**src/verilog/rmc_pkg.sv**
```systemverilog
// Constants, types and encodings shared by the reset and mode control block.
package rmc_pkg;
   // ----------------------------------------
   // Timing
   // ----------------------------------------
   localparam int REF_CLK_HZ = 40_000_000;
   localparam int SLOW_CLK_HZ = 32_768;
   localparam int SLOW_HALF_CYC = REF_CLK_HZ / (2 * SLOW_CLK_HZ);
   localparam int STRAP_WIN_SLOW = 10;
   localparam int WDT_HOLD_SLOW = 10;
   localparam int SYNC_STAGES = 2;
   // ----------------------------------------
   // Register map
   // ----------------------------------------
   localparam logic [7:0] ADDR_CTRL = 8'h00;
   localparam logic [7:0] ADDR_STAT = 8'h04;
   localparam int CTRL_CLKOUT_GPIO = 0;
   localparam int CTRL_GPIO_LEVEL = 1;
   localparam int CTRL_PCLK_EN = 2;
   localparam logic [2:0] CTRL_RESET = 3'h4;
   localparam int STAT_MODE_LSB = 0;
   localparam int STAT_BOOT = 2;
   localparam int STAT_TRI = 3;
   localparam int STAT_TAPSEL = 4;
   localparam int STAT_WDT_SRC = 5;
   // ----------------------------------------
   // Boundary scan
   // ----------------------------------------
   localparam int IR_W = 4;
   localparam logic [3:0] IR_EXTEST = 4'h0;
   localparam logic [3:0] IR_SAMPLE = 4'h1;
   localparam logic [3:0] IR_BYPASS = 4'hF;
   localparam logic [3:0] IR_CAPTURE = 4'h1;
   // ----------------------------------------
   // Types
   // ----------------------------------------
   typedef enum logic [1:0] {
      MODE_NORMAL = 2'b00,
      MODE_EXTCLK = 2'b01,
      MODE_BSCAN = 2'b10,
      MODE_TEST = 2'b11
   } rmc_mode_e;
   typedef struct packed {
      logic boot_8bit;
      logic tristate;
      logic tap_sel;
   } rmc_strap_s;
   typedef struct packed {
      logic periph;
      logic cpu_fetch_zero;
      logic pio_input;
      logic tap_ice;
      logic tap_bscan;
   } rmc_rst_s;
endpackage : rmc_pkg

```
**src/verilog/rmc_top.sv**
```systemverilog
// Chip reset, strap capture, slow clock selection and operating mode control.
//
// The register offsets and strobed register access were chosen for this implementation.
`timescale 1ns/1ps
module rmc_top #(
   parameter int EBI_W = 24,
   parameter int BSR_W = 8,
   parameter int SLOW_HALF = rmc_pkg::SLOW_HALF_CYC
) (
   input wire logic ref_clk,
   input wire logic reset,
   input wire logic mode_sel_bit0,
   input wire logic mode_sel_bit1,
   input wire logic osc_in,
   input wire logic ext_reset_n,
   input wire logic test_reset_n,
   input wire logic wdt_reset_req,
   input wire logic boot_width_strap,
   input wire logic tristate_strap_n,
   input wire logic tap_select,
   input wire logic tck,
   input wire logic tms,
   input wire logic tdi,
   input wire logic ice_tdo,
   output logic tdo,
   output logic tdo_oe,
   output logic ice_sel,
   input wire logic [BSR_W-1:0] bscan_pin_in,
   output logic [BSR_W-1:0] bscan_pin_out,
   output logic bscan_extest,
   input wire logic [EBI_W-1:0] ebi_addr_in,
   output logic [EBI_W-1:0] ebi_addr_out,
   output logic slow_clock,
   output logic clock_out_pin,
   output logic clock_out_oe,
   output rmc_pkg::rmc_mode_e op_mode,
   output rmc_pkg::rmc_strap_s strap,
   output rmc_pkg::rmc_rst_s rst,
   output logic periph_clk_en,
   output logic pad_oe_allow,
   input wire logic [7:0] reg_addr,
   input wire logic [31:0] reg_wdata,
   input wire logic reg_wr,
   input wire logic reg_rd,
   output logic [31:0] reg_rdata
);
   import rmc_pkg::*;

   // ----------------------------------------
   // Mode decode and slow clock source
   // ----------------------------------------
   rmc_mode_e mode_reg, mode_next;
   logic [15:0] div_reg, div_next;
   logic osc_int_reg, osc_int_next;
   logic slow_clock_reg, slow_clock_next;
   logic slow_src, slow_rise;

   always_comb begin
      mode_next = rmc_mode_e'({mode_sel_bit1, mode_sel_bit0});
      osc_int_next = osc_int_reg;
      div_next = div_reg + 16'h0001;
      if (div_reg == 16'(SLOW_HALF - 1)) begin
         div_next = 16'h0000;
         osc_int_next = ~osc_int_reg;
      end
      slow_src = (mode_reg == MODE_EXTCLK) ? osc_in : osc_int_reg;
      slow_clock_next = slow_src;
   end

   always_ff @(posedge ref_clk or posedge reset) begin
      if (reset) begin
         mode_reg <= MODE_NORMAL;
         div_reg <= 16'h0000;
         osc_int_reg <= 1'b0;
         slow_clock_reg <= 1'b0;
      end else begin
         mode_reg <= mode_next;
         div_reg <= div_next;
         osc_int_reg <= osc_int_next;
         slow_clock_reg <= slow_clock_next;
      end
   end

   assign slow_rise = slow_src & ~slow_clock_reg;
   assign slow_clock = slow_clock_reg;
   assign op_mode = mode_reg;

   // ----------------------------------------
   // Reset generation
   // ----------------------------------------
   logic ext_clr, ext_rel, sys_rst;
   logic [3:0] wdt_reg, wdt_next;
   logic wsrc_reg, wsrc_next;

   // Pin assertion clears the synchroniser at once; only release waits for the slow clock.
   assign ext_clr = reset | ~ext_reset_n;

   rmc_sync #(.STAGES(SYNC_STAGES)) u_sync (
      .ref_clk(ref_clk),
      .clr(ext_clr),
      .tick(slow_rise),
      .released(ext_rel)
   );

   always_comb begin
      wdt_next = wdt_reg;
      wsrc_next = wsrc_reg;
      if (!ext_rel) begin
         wdt_next = 4'h0;
         wsrc_next = 1'b0;
      end else if (wdt_reset_req && wdt_reg == 4'h0) begin
         wdt_next = 4'(WDT_HOLD_SLOW);
         wsrc_next = 1'b1;
      end else if (slow_rise && wdt_reg != 4'h0) begin
         wdt_next = wdt_reg - 4'h1;
      end
   end

   always_ff @(posedge ref_clk or posedge reset) begin
      if (reset) begin
         wdt_reg <= 4'h0;
         wsrc_reg <= 1'b0;
      end else begin
         wdt_reg <= wdt_next;
         wsrc_reg <= wsrc_next;
      end
   end

   assign sys_rst = ~ext_rel | (wdt_reg != 4'h0);

   // ----------------------------------------
   // Strap capture
   // ----------------------------------------
   logic ext_n_reg;
   logic [STRAP_WIN_SLOW-1:0] boot_h_reg, boot_h_next, tri_h_reg, tri_h_next;
   rmc_strap_s strap_reg, strap_next;

   // Straps are held across watchdog resets because only the pin edge latches them.
   always_comb begin
      boot_h_next = boot_h_reg;
      tri_h_next = tri_h_reg;
      strap_next = strap_reg;
      if (!ext_reset_n && slow_rise) begin
         boot_h_next = {boot_h_reg[STRAP_WIN_SLOW-2:0], boot_width_strap};
         tri_h_next = {tri_h_reg[STRAP_WIN_SLOW-2:0], tristate_strap_n};
      end
      if (!ext_n_reg && ext_reset_n) begin
         strap_next.boot_8bit = boot_h_reg[0];
         strap_next.tristate = ~|tri_h_reg;
         strap_next.tap_sel = tap_select;
         boot_h_next = '1;
         tri_h_next = '1;
      end
   end

   always_ff @(posedge ref_clk or posedge reset) begin
      if (reset) begin
         ext_n_reg <= 1'b1;
         boot_h_reg <= '1;
         tri_h_reg <= '1;
         strap_reg <= '0;
      end else begin
         ext_n_reg <= ext_reset_n;
         boot_h_reg <= boot_h_next;
         tri_h_reg <= tri_h_next;
         strap_reg <= strap_next;
      end
   end

   assign strap = strap_reg;
   assign pad_oe_allow = ~strap_reg.tristate;

   // ----------------------------------------
   // Reset side effects
   // ----------------------------------------
   logic [EBI_W-1:0] addr_reg, addr_next;

   always_comb begin
      addr_next = sys_rst ? '0 : ebi_addr_in;
   end

   always_ff @(posedge ref_clk or posedge reset) begin
      if (reset) begin
         addr_reg <= '0;
      end else begin
         addr_reg <= addr_next;
      end
   end

   assign ebi_addr_out = sys_rst ? '0 : addr_reg;

   // One process drives the whole reset bundle, so the port keeps a single driver.
   always_comb begin
      rst.periph = sys_rst;
      rst.cpu_fetch_zero = sys_rst;
      rst.pio_input = sys_rst;
      rst.tap_ice = ~test_reset_n & ~strap_reg.tap_sel;
      rst.tap_bscan = ~test_reset_n & strap_reg.tap_sel;
   end

   // ----------------------------------------
   // Register port
   // ----------------------------------------
   logic [2:0] ctrl_reg, ctrl_next;
   logic [31:0] rdata_reg, rdata_next;
   logic [31:0] stat_word;

   always_comb begin
      stat_word = 32'h0000_0000;
      stat_word[STAT_MODE_LSB +: 2] = mode_reg;
      stat_word[STAT_BOOT] = strap_reg.boot_8bit;
      stat_word[STAT_TRI] = strap_reg.tristate;
      stat_word[STAT_TAPSEL] = strap_reg.tap_sel;
      stat_word[STAT_WDT_SRC] = wsrc_reg;
      ctrl_next = ctrl_reg;
      if (sys_rst) begin
         ctrl_next = CTRL_RESET;
      end else if (reg_wr && reg_addr == ADDR_CTRL) begin
         ctrl_next = reg_wdata[2:0];
      end
      rdata_next = 32'h0000_0000;
      if (reg_rd) begin
         unique case (reg_addr)
            ADDR_CTRL: rdata_next = {29'h0, ctrl_reg};
            ADDR_STAT: rdata_next = stat_word;
            default: rdata_next = 32'h0000_0000;
         endcase
      end
   end

   always_ff @(posedge ref_clk or posedge reset) begin
      if (reset) begin
         ctrl_reg <= CTRL_RESET;
         rdata_reg <= 32'h0000_0000;
      end else begin
         ctrl_reg <= ctrl_next;
         rdata_reg <= rdata_next;
      end
   end

   assign reg_rdata = rdata_reg;
   assign periph_clk_en = ~sys_rst & ctrl_reg[CTRL_PCLK_EN];

   // ----------------------------------------
   // Clock output pin
   // ----------------------------------------
   logic cko_reg, cko_next;

   always_comb begin
      cko_next = ctrl_reg[CTRL_CLKOUT_GPIO] ? ctrl_reg[CTRL_GPIO_LEVEL] : slow_src;
   end

   always_ff @(posedge ref_clk or posedge reset) begin
      if (reset) begin
         cko_reg <= 1'b0;
      end else begin
         cko_reg <= cko_next;
      end
   end

   assign clock_out_pin = cko_reg;
   assign clock_out_oe = ~strap_reg.tristate;

   // ----------------------------------------
   // Debug port routing
   // ----------------------------------------
   logic tck_reg;
   logic bs_tdo, bs_oe;

   always_ff @(posedge ref_clk or posedge reset) begin
      if (reset) begin
         tck_reg <= 1'b0;
      end else begin
         tck_reg <= tck;
      end
   end

   rmc_tap #(.BSR_W(BSR_W)) u_tap (
      .ref_clk(ref_clk),
      .reset(reset),
      .tap_rst(rst.tap_bscan),
      .tck_rise(tck & ~tck_reg),
      .tck_fall(~tck & tck_reg),
      .tms(tms),
      .tdi(tdi),
      .pin_in(bscan_pin_in),
      .tdo(bs_tdo),
      .tdo_oe(bs_oe),
      .pin_out(bscan_pin_out),
      .extest(bscan_extest)
   );

   assign ice_sel = ~mode_reg[1];
   assign tdo = ice_sel ? ice_tdo : bs_tdo;
   assign tdo_oe = ice_sel ? 1'b1 : bs_oe;
endmodule : rmc_top

```
**src/verilog/rmc_sync.sv**
```systemverilog
// Reset release synchroniser advancing on slow clock ticks.
`timescale 1ns/1ps
module rmc_sync #(
   parameter int STAGES = 2
) (
   input wire logic ref_clk,
   input wire logic clr,
   input wire logic tick,
   output logic released
);
   logic [STAGES-1:0] sh_reg;
   logic [STAGES-1:0] sh_next;

   // The first stage feeds only the second, so a late release cannot glitch the output.
   always_comb begin
      sh_next = sh_reg;
      if (tick) begin
         sh_next = {sh_reg[STAGES-2:0], 1'b1};
      end
   end

   always_ff @(posedge ref_clk or posedge clr) begin
      if (clr) begin
         sh_reg <= '0;
      end else begin
         sh_reg <= sh_next;
      end
   end

   assign released = sh_reg[STAGES-1];
endmodule : rmc_sync

```
**src/verilog/rmc_tap.sv**
```systemverilog
// Boundary scan test access port with SAMPLE, EXTEST and BYPASS.
`timescale 1ns/1ps
module rmc_tap #(
   parameter int BSR_W = 8
) (
   input wire logic ref_clk,
   input wire logic reset,
   input wire logic tap_rst,
   input wire logic tck_rise,
   input wire logic tck_fall,
   input wire logic tms,
   input wire logic tdi,
   input wire logic [BSR_W-1:0] pin_in,
   output logic tdo,
   output logic tdo_oe,
   output logic [BSR_W-1:0] pin_out,
   output logic extest
);
   import rmc_pkg::*;
   typedef enum logic [3:0] {
      TLR = 4'h0, RTI = 4'h1, SEL_DR = 4'h3, CAP_DR = 4'h2, SH_DR = 4'h6, EX1_DR = 4'h7,
      PAU_DR = 4'h5, EX2_DR = 4'h4, UPD_DR = 4'hC, SEL_IR = 4'hD, CAP_IR = 4'hF,
      SH_IR = 4'hE, EX1_IR = 4'hA, PAU_IR = 4'hB, EX2_IR = 4'h9, UPD_IR = 4'h8
   } rmc_tap_e;
   rmc_tap_e st_reg, st_next, st_adv;
   logic [IR_W-1:0] ir_reg, ir_next, irs_reg, irs_next;
   logic [BSR_W-1:0] dr_reg, dr_next, out_reg, out_next;
   logic byp_reg, byp_next, tdo_reg, tdo_next, oe_reg, oe_next;
   logic is_byp;

   always_comb begin
      unique case (st_reg)
         TLR: st_adv = tms ? TLR : RTI;
         RTI: st_adv = tms ? SEL_DR : RTI;
         SEL_DR: st_adv = tms ? SEL_IR : CAP_DR;
         CAP_DR: st_adv = tms ? EX1_DR : SH_DR;
         SH_DR: st_adv = tms ? EX1_DR : SH_DR;
         EX1_DR: st_adv = tms ? UPD_DR : PAU_DR;
         PAU_DR: st_adv = tms ? EX2_DR : PAU_DR;
         EX2_DR: st_adv = tms ? UPD_DR : SH_DR;
         UPD_DR: st_adv = tms ? SEL_DR : RTI;
         SEL_IR: st_adv = tms ? TLR : CAP_IR;
         CAP_IR: st_adv = tms ? EX1_IR : SH_IR;
         SH_IR: st_adv = tms ? EX1_IR : SH_IR;
         EX1_IR: st_adv = tms ? UPD_IR : PAU_IR;
         PAU_IR: st_adv = tms ? EX2_IR : PAU_IR;
         EX2_IR: st_adv = tms ? UPD_IR : SH_IR;
         UPD_IR: st_adv = tms ? SEL_DR : RTI;
      endcase
   end

   // Unknown opcodes fall back to the one-bit bypass path.
   assign is_byp = (ir_reg != IR_EXTEST) && (ir_reg != IR_SAMPLE);

   always_comb begin
      st_next = st_reg;
      ir_next = ir_reg;
      irs_next = irs_reg;
      dr_next = dr_reg;
      out_next = out_reg;
      byp_next = byp_reg;
      tdo_next = tdo_reg;
      oe_next = oe_reg;
      if (tap_rst) begin
         st_next = TLR;
         ir_next = IR_BYPASS;
      end else if (tck_rise) begin
         st_next = st_adv;
         unique case (st_reg)
            TLR: ir_next = IR_BYPASS;
            CAP_DR: begin
               byp_next = 1'b0;
               dr_next = pin_in;
            end
            SH_DR: begin
               byp_next = tdi;
               dr_next = {tdi, dr_reg[BSR_W-1:1]};
            end
            UPD_DR: out_next = (ir_reg == IR_EXTEST) ? dr_reg : out_reg;
            CAP_IR: irs_next = IR_CAPTURE;
            SH_IR: irs_next = {tdi, irs_reg[IR_W-1:1]};
            UPD_IR: ir_next = irs_reg;
            default: ;
         endcase
      end else if (tck_fall) begin
         oe_next = (st_reg == SH_DR) || (st_reg == SH_IR);
         tdo_next = (st_reg == SH_IR) ? irs_reg[0] : (is_byp ? byp_reg : dr_reg[0]);
      end
   end

   always_ff @(posedge ref_clk or posedge reset) begin
      if (reset) begin
         st_reg <= TLR;
         ir_reg <= IR_BYPASS;
         irs_reg <= '0;
         dr_reg <= '0;
         out_reg <= '0;
         byp_reg <= 1'b0;
         tdo_reg <= 1'b0;
         oe_reg <= 1'b0;
      end else begin
         st_reg <= st_next;
         ir_reg <= ir_next;
         irs_reg <= irs_next;
         dr_reg <= dr_next;
         out_reg <= out_next;
         byp_reg <= byp_next;
         tdo_reg <= tdo_next;
         oe_reg <= oe_next;
      end
   end

   assign tdo = tdo_reg;
   assign tdo_oe = oe_reg;
   assign pin_out = out_reg;
   assign extest = (ir_reg == IR_EXTEST);
endmodule : rmc_tap

```
**config.mk**
```make
export PLATFORM = sky130hd
export DESIGN_NAME = rmc_top
export DESIGN_NICKNAME = d
export VERILOG_FILES = /design/src/verilog/rmc_pkg.sv /design/src/verilog/rmc_top.sv /design/src/verilog/rmc_sync.sv /design/src/verilog/rmc_tap.sv
export SDC_FILE = /design/constraint.sdc
export NUM_CORES = 1
export LEC_CHECK = 0
export ABC_AREA = 0
export BUFFER_PORTS_ARGS = -buffer_cell sky130_fd_sc_hd__buf_2
export CORE_ASPECT_RATIO = 0.75
export CORE_MARGIN = 3
export CORE_UTILIZATION = 55
export CTS_CLUSTER_SIZE = 12
export DETAILED_ROUTE_END_ITERATION = 7
export PLACE_DENSITY = 0.86
export SLEW_MARGIN = 10
export SYNTH_ARGS = -nofsm -noshare
export SYNTH_HDL_FRONTEND = slang
export SYNTH_SLANG_ARGS = --single-unit
```
**constraint.sdc**
```tcl
create_clock -name ref_clk -period 4.8 [get_ports ref_clk]
set_input_delay 0.48 -clock ref_clk [delete_from_list [all_inputs] [get_ports ref_clk]]
set_output_delay 0.48 -clock ref_clk [all_outputs]
set_load 0.05 [all_outputs]
```
==> metrics.cfg, run 1 <==
[synth]
synth_area_leaders = dfrtp_1, dfstp_2, and3_1
yosys_warnings = 0
async_flop_share_pct = 100
ys_seq_area_share_pct = 52.9
synth_compound_area_share_pct = 6.58
synth_mux_area_share_pct = 7.65
synth_adder_area_share_pct = 0.972
synthSimpleGateAreaFrac_pct = 21.8
synth_flop_cell = dfrtp_1
synth_cell_types = 49
synth_area_mm2 = 0.00515
ys_seq_elements = 108
yosysTopAreaCell = dfrtp_1
synth_top_family_by_area = simple AND/OR/NAND/NOR gates
synthXorXnorAreaFrac_pct = 2.38
synth_top_area_share_pct = 44.2
synth_edf_count = 0
syn_inst = 485
avgSynthCellArea_um2 = 10.6

[detailed_routing]
route.met3.wl_um = 860
drt-pass1-iter-count = 5
wl_met2_mm = 5.15
routed.top_layer = met4
drtAntennaViolNets = 0
vias = 3898
m1WireLength_mm = 4.73
wl_mm = 10.9
drt_iter0_markers = 293
vias_per_cell = 5.46
drc_errors = 0
avgRoutedWirePerCell_um = 15.3

[timing]
timing.fmax_mhz = 344
setup_tns_ns = 0
min_period_over_period_pct = 60.5
post-route-min-period_ns = 2.91
finalMaxSlewViolations = 0
finalSetupViolations = 0
holdWs_ns = 0.0892
worstMarginPinSlew_ns = 0.961
rsz0062_at_grt = false
finalHoldViolCount = 0
relSlewSlack_pct = 35.8
clock_skew_ns = 0.00777
setup_slack_ns = 1.89

[critical_path]
rr_startpoint = u_tap.st_reg[1]
startpoint = wdt_reg[0]
path_class = flip-flop to output pin
timing.rr.end = u_tap.dr_reg[1]
end_kind = output pin
rrSetupSlack_ns = 2.50
crit_path_cell_trace = inv_1 -> ha_1 -> nand2b_1 -> nor2_2 -> buf_4 -> and3_1 -> buf_2
cpMaxStageDelayCell = dfrtp_1
cp_max_fo = 46
start_kind = flip-flop
required_ns = 4.32
cp_num_cells = 7
worstPathArrival_ns = 2.43
critPathMaxStageDelay_ns = 0.42
critPathBufInv = 3
crit_end = ebi_addr_out[2]
crit_family = buffers and inverters
worstRegToRegCells = 4

[power]
powerDensity_mw_per_mm2 = 397
ir_drop_uv = 316
power_leakage_nw = 3.11

[place]
pre_cts_ws_ns = 2.32
post-place-cells = 698
hpwl_mm = 7.72
routabilityCongestion = 0.856
post_dp_cell_area_mm2 = 0.00569
io_buffer_count = 116

[clocking]
cts.sinks = 108
cts_root_buf = clkbuf_16
cts.htree.levels = 3
cts_hold_buf = 0
clock_path_buffers = 2
cts_tree = yes
cts_buffers = 9
clkLatencyLatePin_ns = 0.35
path_clk_slew_ns = 0.07
cts_resized = 0
post_cts_buffers = 0

[floorplan]
num_rows = 29
start_util_pct = 58.6
die_area_mm2 = 0.0106
die_y_um = 89.8
pin_count = 172
coreArea_mm2 = 0.00878
die_x_um = 118

[final_layout]
finalInstanceArea_mm2 = 0.00598
nFillCells = 662
largest_reg_flops = 24
nets = 678
n_antenna_cell = 0
drive_above_1_share_pct = 31.7
post_layout_nonfiller_instances = 714
area_growth_pct = 16.2

[grt]
overflow = 0
grt_first_pass_wirelength_mm = 18.4
grt_start_max_net_pins = 64
track_usage_pct = 21.2
antenna_found_initial = 0
grt_pass1_vias = 3718

[run]
drv_cap = 0

[min_path]
hold_path.class = input pin to asynchronous set/reset pin

[outcome]
status = completed

worst min path at each step:
| stage | startpoint | endpoint | slack [ns] | depth (start not counted) |
|---|---|---|---|---|
| global placement | reset | u_sync.sh_reg[0] | 0.45 | 2 |
| floorplan | reset | u_sync.sh_reg[0] | 0.28 | 1 |
| detailed placement | reset | u_sync.sh_reg[1] | 0.45 | 2 |
| global route | reset | u_sync.sh_reg[0] | 0.08 | 2 |
| finish | reset | u_sync.sh_reg[1] | 0.09 | 2 |
| CTS | reset | u_sync.sh_reg[0] | 0.08 | 2 |
cell usage in the layout (no fill, tap or decap), drive strengths merged, types with 2 or more instances in the layout:
master   Yosys  routed
nor3        11      11
o31ai        4       4
nor4         6       6
nand4        5       5
xor2         4       4
and2         2       2
a22oi        3       3
clkbuf      23      11
nand2       20      20
mux2        27      27
ha           4       4
nand2b      20      20
o2111ai      2       2
clkinv       0       3
o21ai       20      20
dfstp       17      17
and3        57      57
dfrtp       91      91
buf         33     120
nor2b       10      10
mux2i        9       9
xnor2       10      10
or4          3       3
nor3b        3       3
nor4b        3       3
or3          2       2
a31oi        5       5
nor2        25      25
nand3b       5       5
inv         17      18
and4         4       4
a21oi       12      12
conb         1      26
nand3       14      14
worst reg2reg max path: cells and delay by family, from the launching register on:
kind	cells	cell delay, ns
and+or+nand+nor	2	1.12
AOI/OAI and AO/OA	1	0.10
muxes	1	0.30
DFF	1	0.64
metrics by stage:
step	total power [mW]	util, %
floorplan	1.56	-
global placement	1.63	64.7
detailed placement	1.66	64.7
CTS	2.39	68.1
global route	2.51	68.1
finish	2.37	68.1
Yosys cell counts (all sizes together), types with 2 or more instances:
master,instances
dfrtp,91
and3,57
buf,33
mux2,27
nor2,25
clkbuf,23
nand2,20
nand2b,20
o21ai,20
dfstp,17
inv,17
nand3,14
a21oi,12
nor3,11
nor2b,10
xnor2,10
mux2i,9
nor4,6
a31oi,5
nand3b,5
nand4,5
and4,4
ha,4
o31ai,4
xor2,4
a22oi,3
nor3b,3
nor4b,3
or4,3
and2,2
o2111ai,2
or3,2
layer usage:
layer	vias up	GRT usage, %
met5	-	0
met4	0	6.34
met3	15	6.71
met2	160	33.5
met1	1885	28.3
li1	1838	-
power breakdown:
part	switching, mW	internal (mW)
registers	0.104	1.02
logic	0.359	0.180
clock network	0.329	0.386
total	0.792	1.58
layout make-up:
| cell class | instances | area, um^2 | share of cell area [%] |
|---|---|---|---|
| clock buffer | 11 | 253 | 4.22 |
| clock inverter | 5 | 45.0 | 0.753 |
| inverter | 17 | 66.3 | 1.11 |
| multi-input combinational | 329 | 2130 | 35.6 |
| sequential | 108 | 2720 | 45.5 |
| tap | 124 | 155 | 2.59 |
| timing repair buffer | 120 | 611 | 10.2 |
cells by family (layout without fill, tap and decap cells):
group                    Yosys count  after routing
AO/OA/AOI/OAI                     55             55
XOR/XNOR                          14             14
adder cells (fa/ha/maj)            4              4
buffers and inverters             73            153
flip-flops                       108            108
multiplexers                      36             36
other                              1             26
AND/OR/NAND/NOR                  194            194
(Power assumes the default switching activity.)
==> run 2, diff against run 1 <==
--- a/config.mk
+++ b/config.mk
@@ -5,14 +5,14 @@
 export SDC_FILE = /design/constraint.sdc
 export NUM_CORES = 1
 export LEC_CHECK = 0
-export ABC_AREA = 0
+export ABC_AREA = 1
 export BUFFER_PORTS_ARGS = -buffer_cell sky130_fd_sc_hd__buf_2
 export CORE_ASPECT_RATIO = 0.75
 export CORE_MARGIN = 3
-export CORE_UTILIZATION = 55
+export CORE_UTILIZATION = 46
 export CTS_CLUSTER_SIZE = 12
 export DETAILED_ROUTE_END_ITERATION = 7
-export PLACE_DENSITY = 0.86
+export PLACE_DENSITY = 0.76
 export SLEW_MARGIN = 10
 export SYNTH_ARGS = -nofsm -noshare
 export SYNTH_HDL_FRONTEND = slang
==> constraint.sdc (replaced) <==
create_clock -name ref_clk -period 2.6 [get_ports ref_clk]
set_input_delay 0.26 -clock ref_clk [delete_from_list [all_inputs] [get_ports ref_clk]]
set_output_delay 0.26 -clock ref_clk [all_outputs]
set_load 0.05 [all_outputs]
==> metrics.cfg, run 2 <==
[min_path]
holdCritStartpoint = mode_sel_bit1
hold_path.class = input pin to flip-flop

[clocking]
cts_root_buf = clkbuf_16
clock_path_buffers = 2  ; unchanged
cts.sinks = 108  ; unchanged
cts_buffers = 9  ; unchanged
post_cts_buffers = 0  ; unchanged
cts.htree.levels = 3  ; unchanged
clkLatencyLatePin_ns = 0.34  ; about the same
cts_tree = yes
path_clk_slew_ns = 0.07  ; about the same

[synth]
yosys_warnings = 0  ; unchanged
synth_common_cells = inv_1, nand2_1, nor2_1
synth_area_mm2 = 0.00530  ; +2.9%
synth_flop_cell = dfrtp_1
syn_inst = 654  ; +35%
ys_seq_elements = 108  ; unchanged
async_flop_share_pct = 100  ; unchanged
synth_most_common_cell = inv_1
synth_top_area_share_pct = 43.0  ; -1.3 points
avgSynthCellArea_um2 = 8.10  ; -24%
ys_seq_area_share_pct = 51.4  ; -1.5 points
synth_cell_types = 33  ; -33%
yosysTopAreaCell = dfrtp_1
synth_edf_count = 0  ; unchanged
synth_area_leaders = dfrtp_1, inv_1, nand2_1

[timing]
min_period_over_period_pct = 90.6
worstMarginPinSlew_ns = 0.630  ; -0.331 ns
post-route-min-period_ns = 2.36
setup_tns_ns = 0  ; unchanged
timing.fmax_mhz = 424
clock_skew_ns = 0.00572  ; -0.00205 ns
holdWs_ns = 0.0242  ; -0.0650 ns
finalHoldViolCount = 0  ; unchanged
relSlewSlack_pct = 58.0  ; +22 points
finalSetupViolations = 0  ; unchanged
finalMaxSlewViolations = 0  ; unchanged
rsz0062_at_grt = false

[detailed_routing]
vias_per_cell = 4.65  ; -15%
vias = 4261  ; +9.3%
avgRoutedWirePerCell_um = 12.2  ; -20%
wl_mm = 11.1  ; +2.2%
drtAntennaViolNets = 0  ; unchanged
drt_iter0_markers = 295  ; +0.68%
drc_errors = 0  ; unchanged
drt-pass1-iter-count = 5  ; unchanged

[grt]
track_usage_pct = 17.3  ; -3.9 points
antenna_found_initial = 0  ; unchanged
grt_start_max_net_pins = 54  ; -16%
overflow = 0  ; unchanged
grt_first_pass_wirelength_mm = 17.8  ; -3.4%
grt_pass1_vias = 3762  ; +1.2%

[critical_path]
worstPathArrival_ns = 2.10  ; -0.33 ns
crit_path_cell_trace = inv_1 -> ha_1 -> nand3_1 -> nor2_1 -> inv_4 -> nor2_1 -> buf_2
end_kind = output pin
rr_startpoint = wdt_reg[0]
critPathMaxStageDelay_ns = 0.36  ; -0.06 ns
cpMaxStageDelayCell = dfrtp_1
cp_max_fo = 53  ; +15%
path_common_cell = nor2_1
startpoint = wdt_reg[0]
start_kind = flip-flop
required_ns = 2.34  ; -1.98 ns
path_class = flip-flop to output pin

[final_layout]
nets = 864  ; +27%
nFillCells = 1011  ; +53%
layout_common_cells = nand2_1, inv_1, buf_2, nor2_1, dfrtp_1
seq_area_mm2 = 0.00272  ; unchanged
n_antenna_cell = 0  ; unchanged
drive_above_1_share_pct = 21.9  ; -9.8 points
largest_reg_flops = 24  ; unchanged
finalInstanceArea_mm2 = 0.00620  ; +3.6%
multi_input_area_mm2 = 0.00190  ; -11%
area_growth_pct = 17.0

[place]
routabilityCongestion = 0.923  ; +7.9%
io_buffer_count = 116  ; unchanged
hpwl_mm = 8.25  ; +6.9%
post_dp_cell_area_mm2 = 0.00589  ; +3.7%

[floorplan]
die_x_um = 130  ; +10%
die_y_um = 99.0  ; +10%
die_area_mm2 = 0.0129  ; +22%
num_rows = 33  ; +14%
coreArea_mm2 = 0.0111  ; +26%
pin_count = 172  ; unchanged
start_util_pct = 47.9  ; -11 points

[power]
ir_drop_uv = 351  ; +11%
power.total_mw = 4.40  ; +85%
powerDensity_mw_per_mm2 = 710  ; +79%
power_leakage_nw = 3.40  ; +9.4%

[run]
drv_cap = 0  ; unchanged

[outcome]
status = completed

run 2: cell count changes after synthesis, sizes merged, moves of 8 or more:
cell,change
buf,+8
mux2i,-9
nand2b,-20
clkbuf,-22
xnor2,-10
o21ai,+19
inv,+108
and3,-57
o211ai,+9
mux2,-26
nand2,+102
nand3,+26
nor2,+75
nor2b,-10
run 2: cell type report:
class,instances,area share (%)
Clock buffer,11,3.91
Clock inverter,5,0.686
Inverter,125,7.67
Multi-Input combinational cell,404,30.7
Sequential cell,108,43.9
Tap cell,140,2.82
Timing Repair Buffer,123,10.3
run 2: through the flow:
step                instances  utilization, %  setup WS (ns)
global route              916            56.0         0.0378
CTS                       916            56.0          0.140
detailed placement        898            53.3          0.526
floorplan                 679               -          0.270
finish                    916            56.0          0.244
global placement          898            53.3          0.541
run 2: cells by family (layout without fill, tap and decap cells):
kind of cell / after synthesis / count (layout) / share of synthesized area [%]
and+or+nand+nor: 296 / 296 / 24.2
buffers and inverters: 167 / 264 / 14.5
DFF: 108 / 108 / 51.4
AOI/OAI and AO/OA: 67 / 67 / 7.01
xor gates and xnor gates: 10 / 10 / 1.65
adders and majority gates: 4 / 4 / 0.944
other: 1 / 26 / 0.0708
muxes: 1 / 1 / 0.212
run 2: path summary, 6_finish.rpt:
check                                   endpoint  slack (ns)  depth (start not counted)
worst min-delay path                  op_mode[1]        0.02                          1
worst max-delay path            ebi_addr_out[18]        0.24                          7
worst min register to register  u_sync.sh_reg[0]        0.48                          2
max in group asynchronous        u_tap.st_reg[1]        1.46                          4
min in group asynchronous       u_sync.sh_reg[0]        0.44                          4
worst max register to register        wdt_reg[0]        0.97                          7
run 2: where the power goes:
group          leakage [nW]  switching [mW]  internal (mW)  total [mW]
Combinational          1.91           0.862          0.267        1.13
Sequential             1.35          0.0806           1.90        1.98
Clock                 0.142           0.610          0.689        1.30
run 2: metal layers:
layer / global-route usage, % / part of all wire [%]
met5: 0 / 0
met4: 4.55 / 0.57
met3: 4.17 / 4.9
met2: 26.4 / 45
met1: 24.9 / 49
run 2: critical path, delay by kind of cell, from the launching register on:
kind	cells	cell delay (ns)
and+or+nand+nor	3	0.53
adders and majority gates	1	0.19
buffers and inverters	3	0.66
DFF	1	0.36
run 2: repair_timing:
item                                    in CTS  in global routing
hold endpoints to repair                    17                  0
hold buffers                                 2                  0
endpoints found under the setup margin       0                 19
gates resized for setup                      0                  2
==> run 3, diff against run 2 <==
--- a/config.mk
+++ b/config.mk
@@ -8,11 +8,11 @@
 export ABC_AREA = 1
 export BUFFER_PORTS_ARGS = -buffer_cell sky130_fd_sc_hd__buf_2
 export CORE_ASPECT_RATIO = 0.75
-export CORE_MARGIN = 3
-export CORE_UTILIZATION = 46
+export CORE_MARGIN = 4
+export CORE_UTILIZATION = 35
 export CTS_CLUSTER_SIZE = 12
 export DETAILED_ROUTE_END_ITERATION = 7
-export PLACE_DENSITY = 0.76
+export RECOVER_POWER = 50
 export SLEW_MARGIN = 10
 export SYNTH_ARGS = -nofsm -noshare
 export SYNTH_HDL_FRONTEND = slang
==> metrics.cfg, run 3 (same netlist as run 2, synthesis figures left out) <==
[place]
routabilityCongestion = 0.844  ; -8.6%
hpwl_mm = 8.89  ; +7.8%
post_dp_cell_area_mm2 = 0.00600  ; +1.8%
io_buffer_count = 116  ; unchanged

[clocking]
cts.htree.levels = 3  ; unchanged
cts_buffers = 9  ; unchanged
clkLatencyLatePin_ns = 0.35  ; about the same
cts_root_buf = clkbuf_16
path_clk_slew_ns = 0.07  ; about the same
cts_resized = 0  ; unchanged
clock_path_buffers = 2  ; unchanged
cts.sinks = 108  ; unchanged
cts_tree = yes

[timing]
worstMarginPinSlew_ns = 0.878  ; +0.249 ns
finalMaxSlewViolations = 0  ; unchanged
min_period_over_period_pct = 89.0  ; -1.6 points
rsz0062_at_grt = false
clock_skew_ns = 0.00618  ; +0.000458 ns
setup_tns_ns = 0  ; unchanged
timing.fmax_mhz = 432  ; +1.8%
relSlewSlack_pct = 41.5  ; -17 points
post-route-min-period_ns = 2.31  ; -0.0411 ns
finalHoldViolCount = 0  ; unchanged
finalSetupViolations = 0  ; unchanged

[floorplan]
start_util_pct = 36.2  ; -12 points
coreArea_mm2 = 0.0146  ; +32%
num_rows = 38  ; +15%
die_area_mm2 = 0.0172  ; +34%
pin_count = 172  ; unchanged
die_x_um = 150  ; +16%
die_y_um = 115  ; +16%

[detailed_routing]
vias_per_cell = 4.32  ; -7.2%
drt-pass1-iter-count = 6  ; +1
drc_errors = 0  ; unchanged
vias = 4229  ; -0.75%
drt_iter0_markers = 249  ; -16%
wl_mm = 11.7  ; +4.8%
avgRoutedWirePerCell_um = 11.9  ; -2.0%
drtAntennaViolNets = 0  ; unchanged

[critical_path]
path_class = flip-flop to output pin
critPathMaxStageDelay_ns = 0.36  ; about the same
crit_path_cell_trace = inv_1 -> ha_1 -> nand3_1 -> nor2_1 -> inv_2 -> buf_4 -> nor2_1 -> buf_2
end_kind = output pin
start_kind = flip-flop
cpMaxStageDelayCell = dfrtp_1
worstPathArrival_ns = 2.05  ; -0.05 ns
path_common_cell = nor2_1
required_ns = 2.34  ; about the same
cp_max_fo = 18  ; -66%

[grt]
track_usage_pct = 13.6  ; -3.7 points
overflow = 0  ; unchanged
grt_pass1_vias = 3915  ; +4.1%
antenna_found_initial = 0  ; unchanged
grt_first_pass_wirelength_mm = 18.9  ; +6.4%
grt_start_max_net_pins = 36  ; -33%

[final_layout]
largest_reg_flops = 24  ; unchanged
layout_common_cells = inv_1, nand2_1, buf_2, nor2_1, dfrtp_1
finalInstanceArea_mm2 = 0.00626  ; +0.95%
nets = 868  ; +0.46%
n_antenna_cell = 0  ; unchanged
drive_above_1_share_pct = 19.4  ; -2.5 points
area_growth_pct = 18.1

[power]
seq_power_share_pct = 44.3  ; -0.6 points
powerDensity_mw_per_mm2 = 711  ; about the same
ir_drop_uv = 387  ; +10%
power_leakage_nw = 3.32  ; -2.2%
swShare_pct = 35.9  ; +0.62 points
power_frac_comb_pct = 26.0  ; +0.4 points
power_frac_clock_pct = 29.7  ; +0.2 points
p_switching_mw = 1.60  ; +2.8%
power.total_mw = 4.45  ; +1.0%
p_int_mw = 2.85  ; about the same

[run]
drv_cap = 0  ; unchanged

[outcome]
status = completed

[min_path]
hold_path.class = input pin to flip-flop

-- run 3: changes by cell type in the layout (fill, tap and decap cells not counted), sizes merged --
cell	before	now
buf	121	101
clkinvlp	1	2
clkbuf	11	34
clkinv	3	2
inv	126	127
-- run 3: metrics by stage --
| stage | instances | hold slack, ns | setup WS (ns) | utilization [%] |
|---|---|---|---|---|
| floorplan | 679 | 0.0570 | 0.270 | - |
| global placement | 962 | 0.211 | 0.686 | 41.0 |
| detailed placement | 962 | 0.212 | 0.648 | 41.0 |
| CTS | 980 | 0.00863 | 0.254 | 43.0 |
| global route | 980 | 0.00647 | 0.103 | 42.7 |
| finish | 980 | 0.0190 | 0.285 | 42.7 |
-- run 3: final cells by class --
type                       count  area, um^2
fill                        1532        8380
sequential                   108        2720
multi-input combinational    404        1900
tap                          200         250
clock inverter                 6        56.3
timing repair buffer         127         629
inverter                     125         470
clock buffer                  10         229
-- run 3: final timing paths --
path,start,end,slack [ns],cells after the start
setup / recovery,wdt_reg[0],ebi_addr_out[7],0.29,8
hold / removal,mode_sel_bit1,op_mode[1],0.02,1
setup reg to reg,op_mode[1],boot_h_reg[0],0.95,7
hold reg to reg,u_sync.sh_reg[0],u_sync.sh_reg[0],0.46,2
max in group asynchronous,reset,u_tap.pin_out[5],0.87,4
min in group asynchronous,reset,strap[1],0.50,3
-- run 3: layer usage --
metal  up-vias  GRT usage, %  wire length, um  part of all wire, %
li1       2201             -                -                    -
met1      1919          19.5             5600                   48
met2        95          20.6             5170                   44
met3        14          3.40              717                  6.1
met4         0          3.96              174                  1.5
met5         -             0                0                    0
-- run 3: what timing repair did --
item,in CTS,in global routing
buffers inserted,0,0
hold buffers,2,0
hold endpoints to repair,4,0
-- run 3: power by group through the flow --
stage          Combinational (mW)  Sequential, mW  Clock [mW]
4_1_cts                      1.17            1.97        1.37
3_5_place_dp                 1.17            2.01           0
6_report                     1.16            1.97        1.32
3_3_place_gp                 1.16            2.00           0
2_1_floorplan               0.933            2.01           0
5_1_grt                      1.28            2.00        1.45
-- run 3: critical path: cells and delay by family (launching register included) --
family        cells  cell delay, ns
fa+ha+maj         1            0.19
simple gates      3            0.36
buf+inv           4            0.80
flops             1            0.36
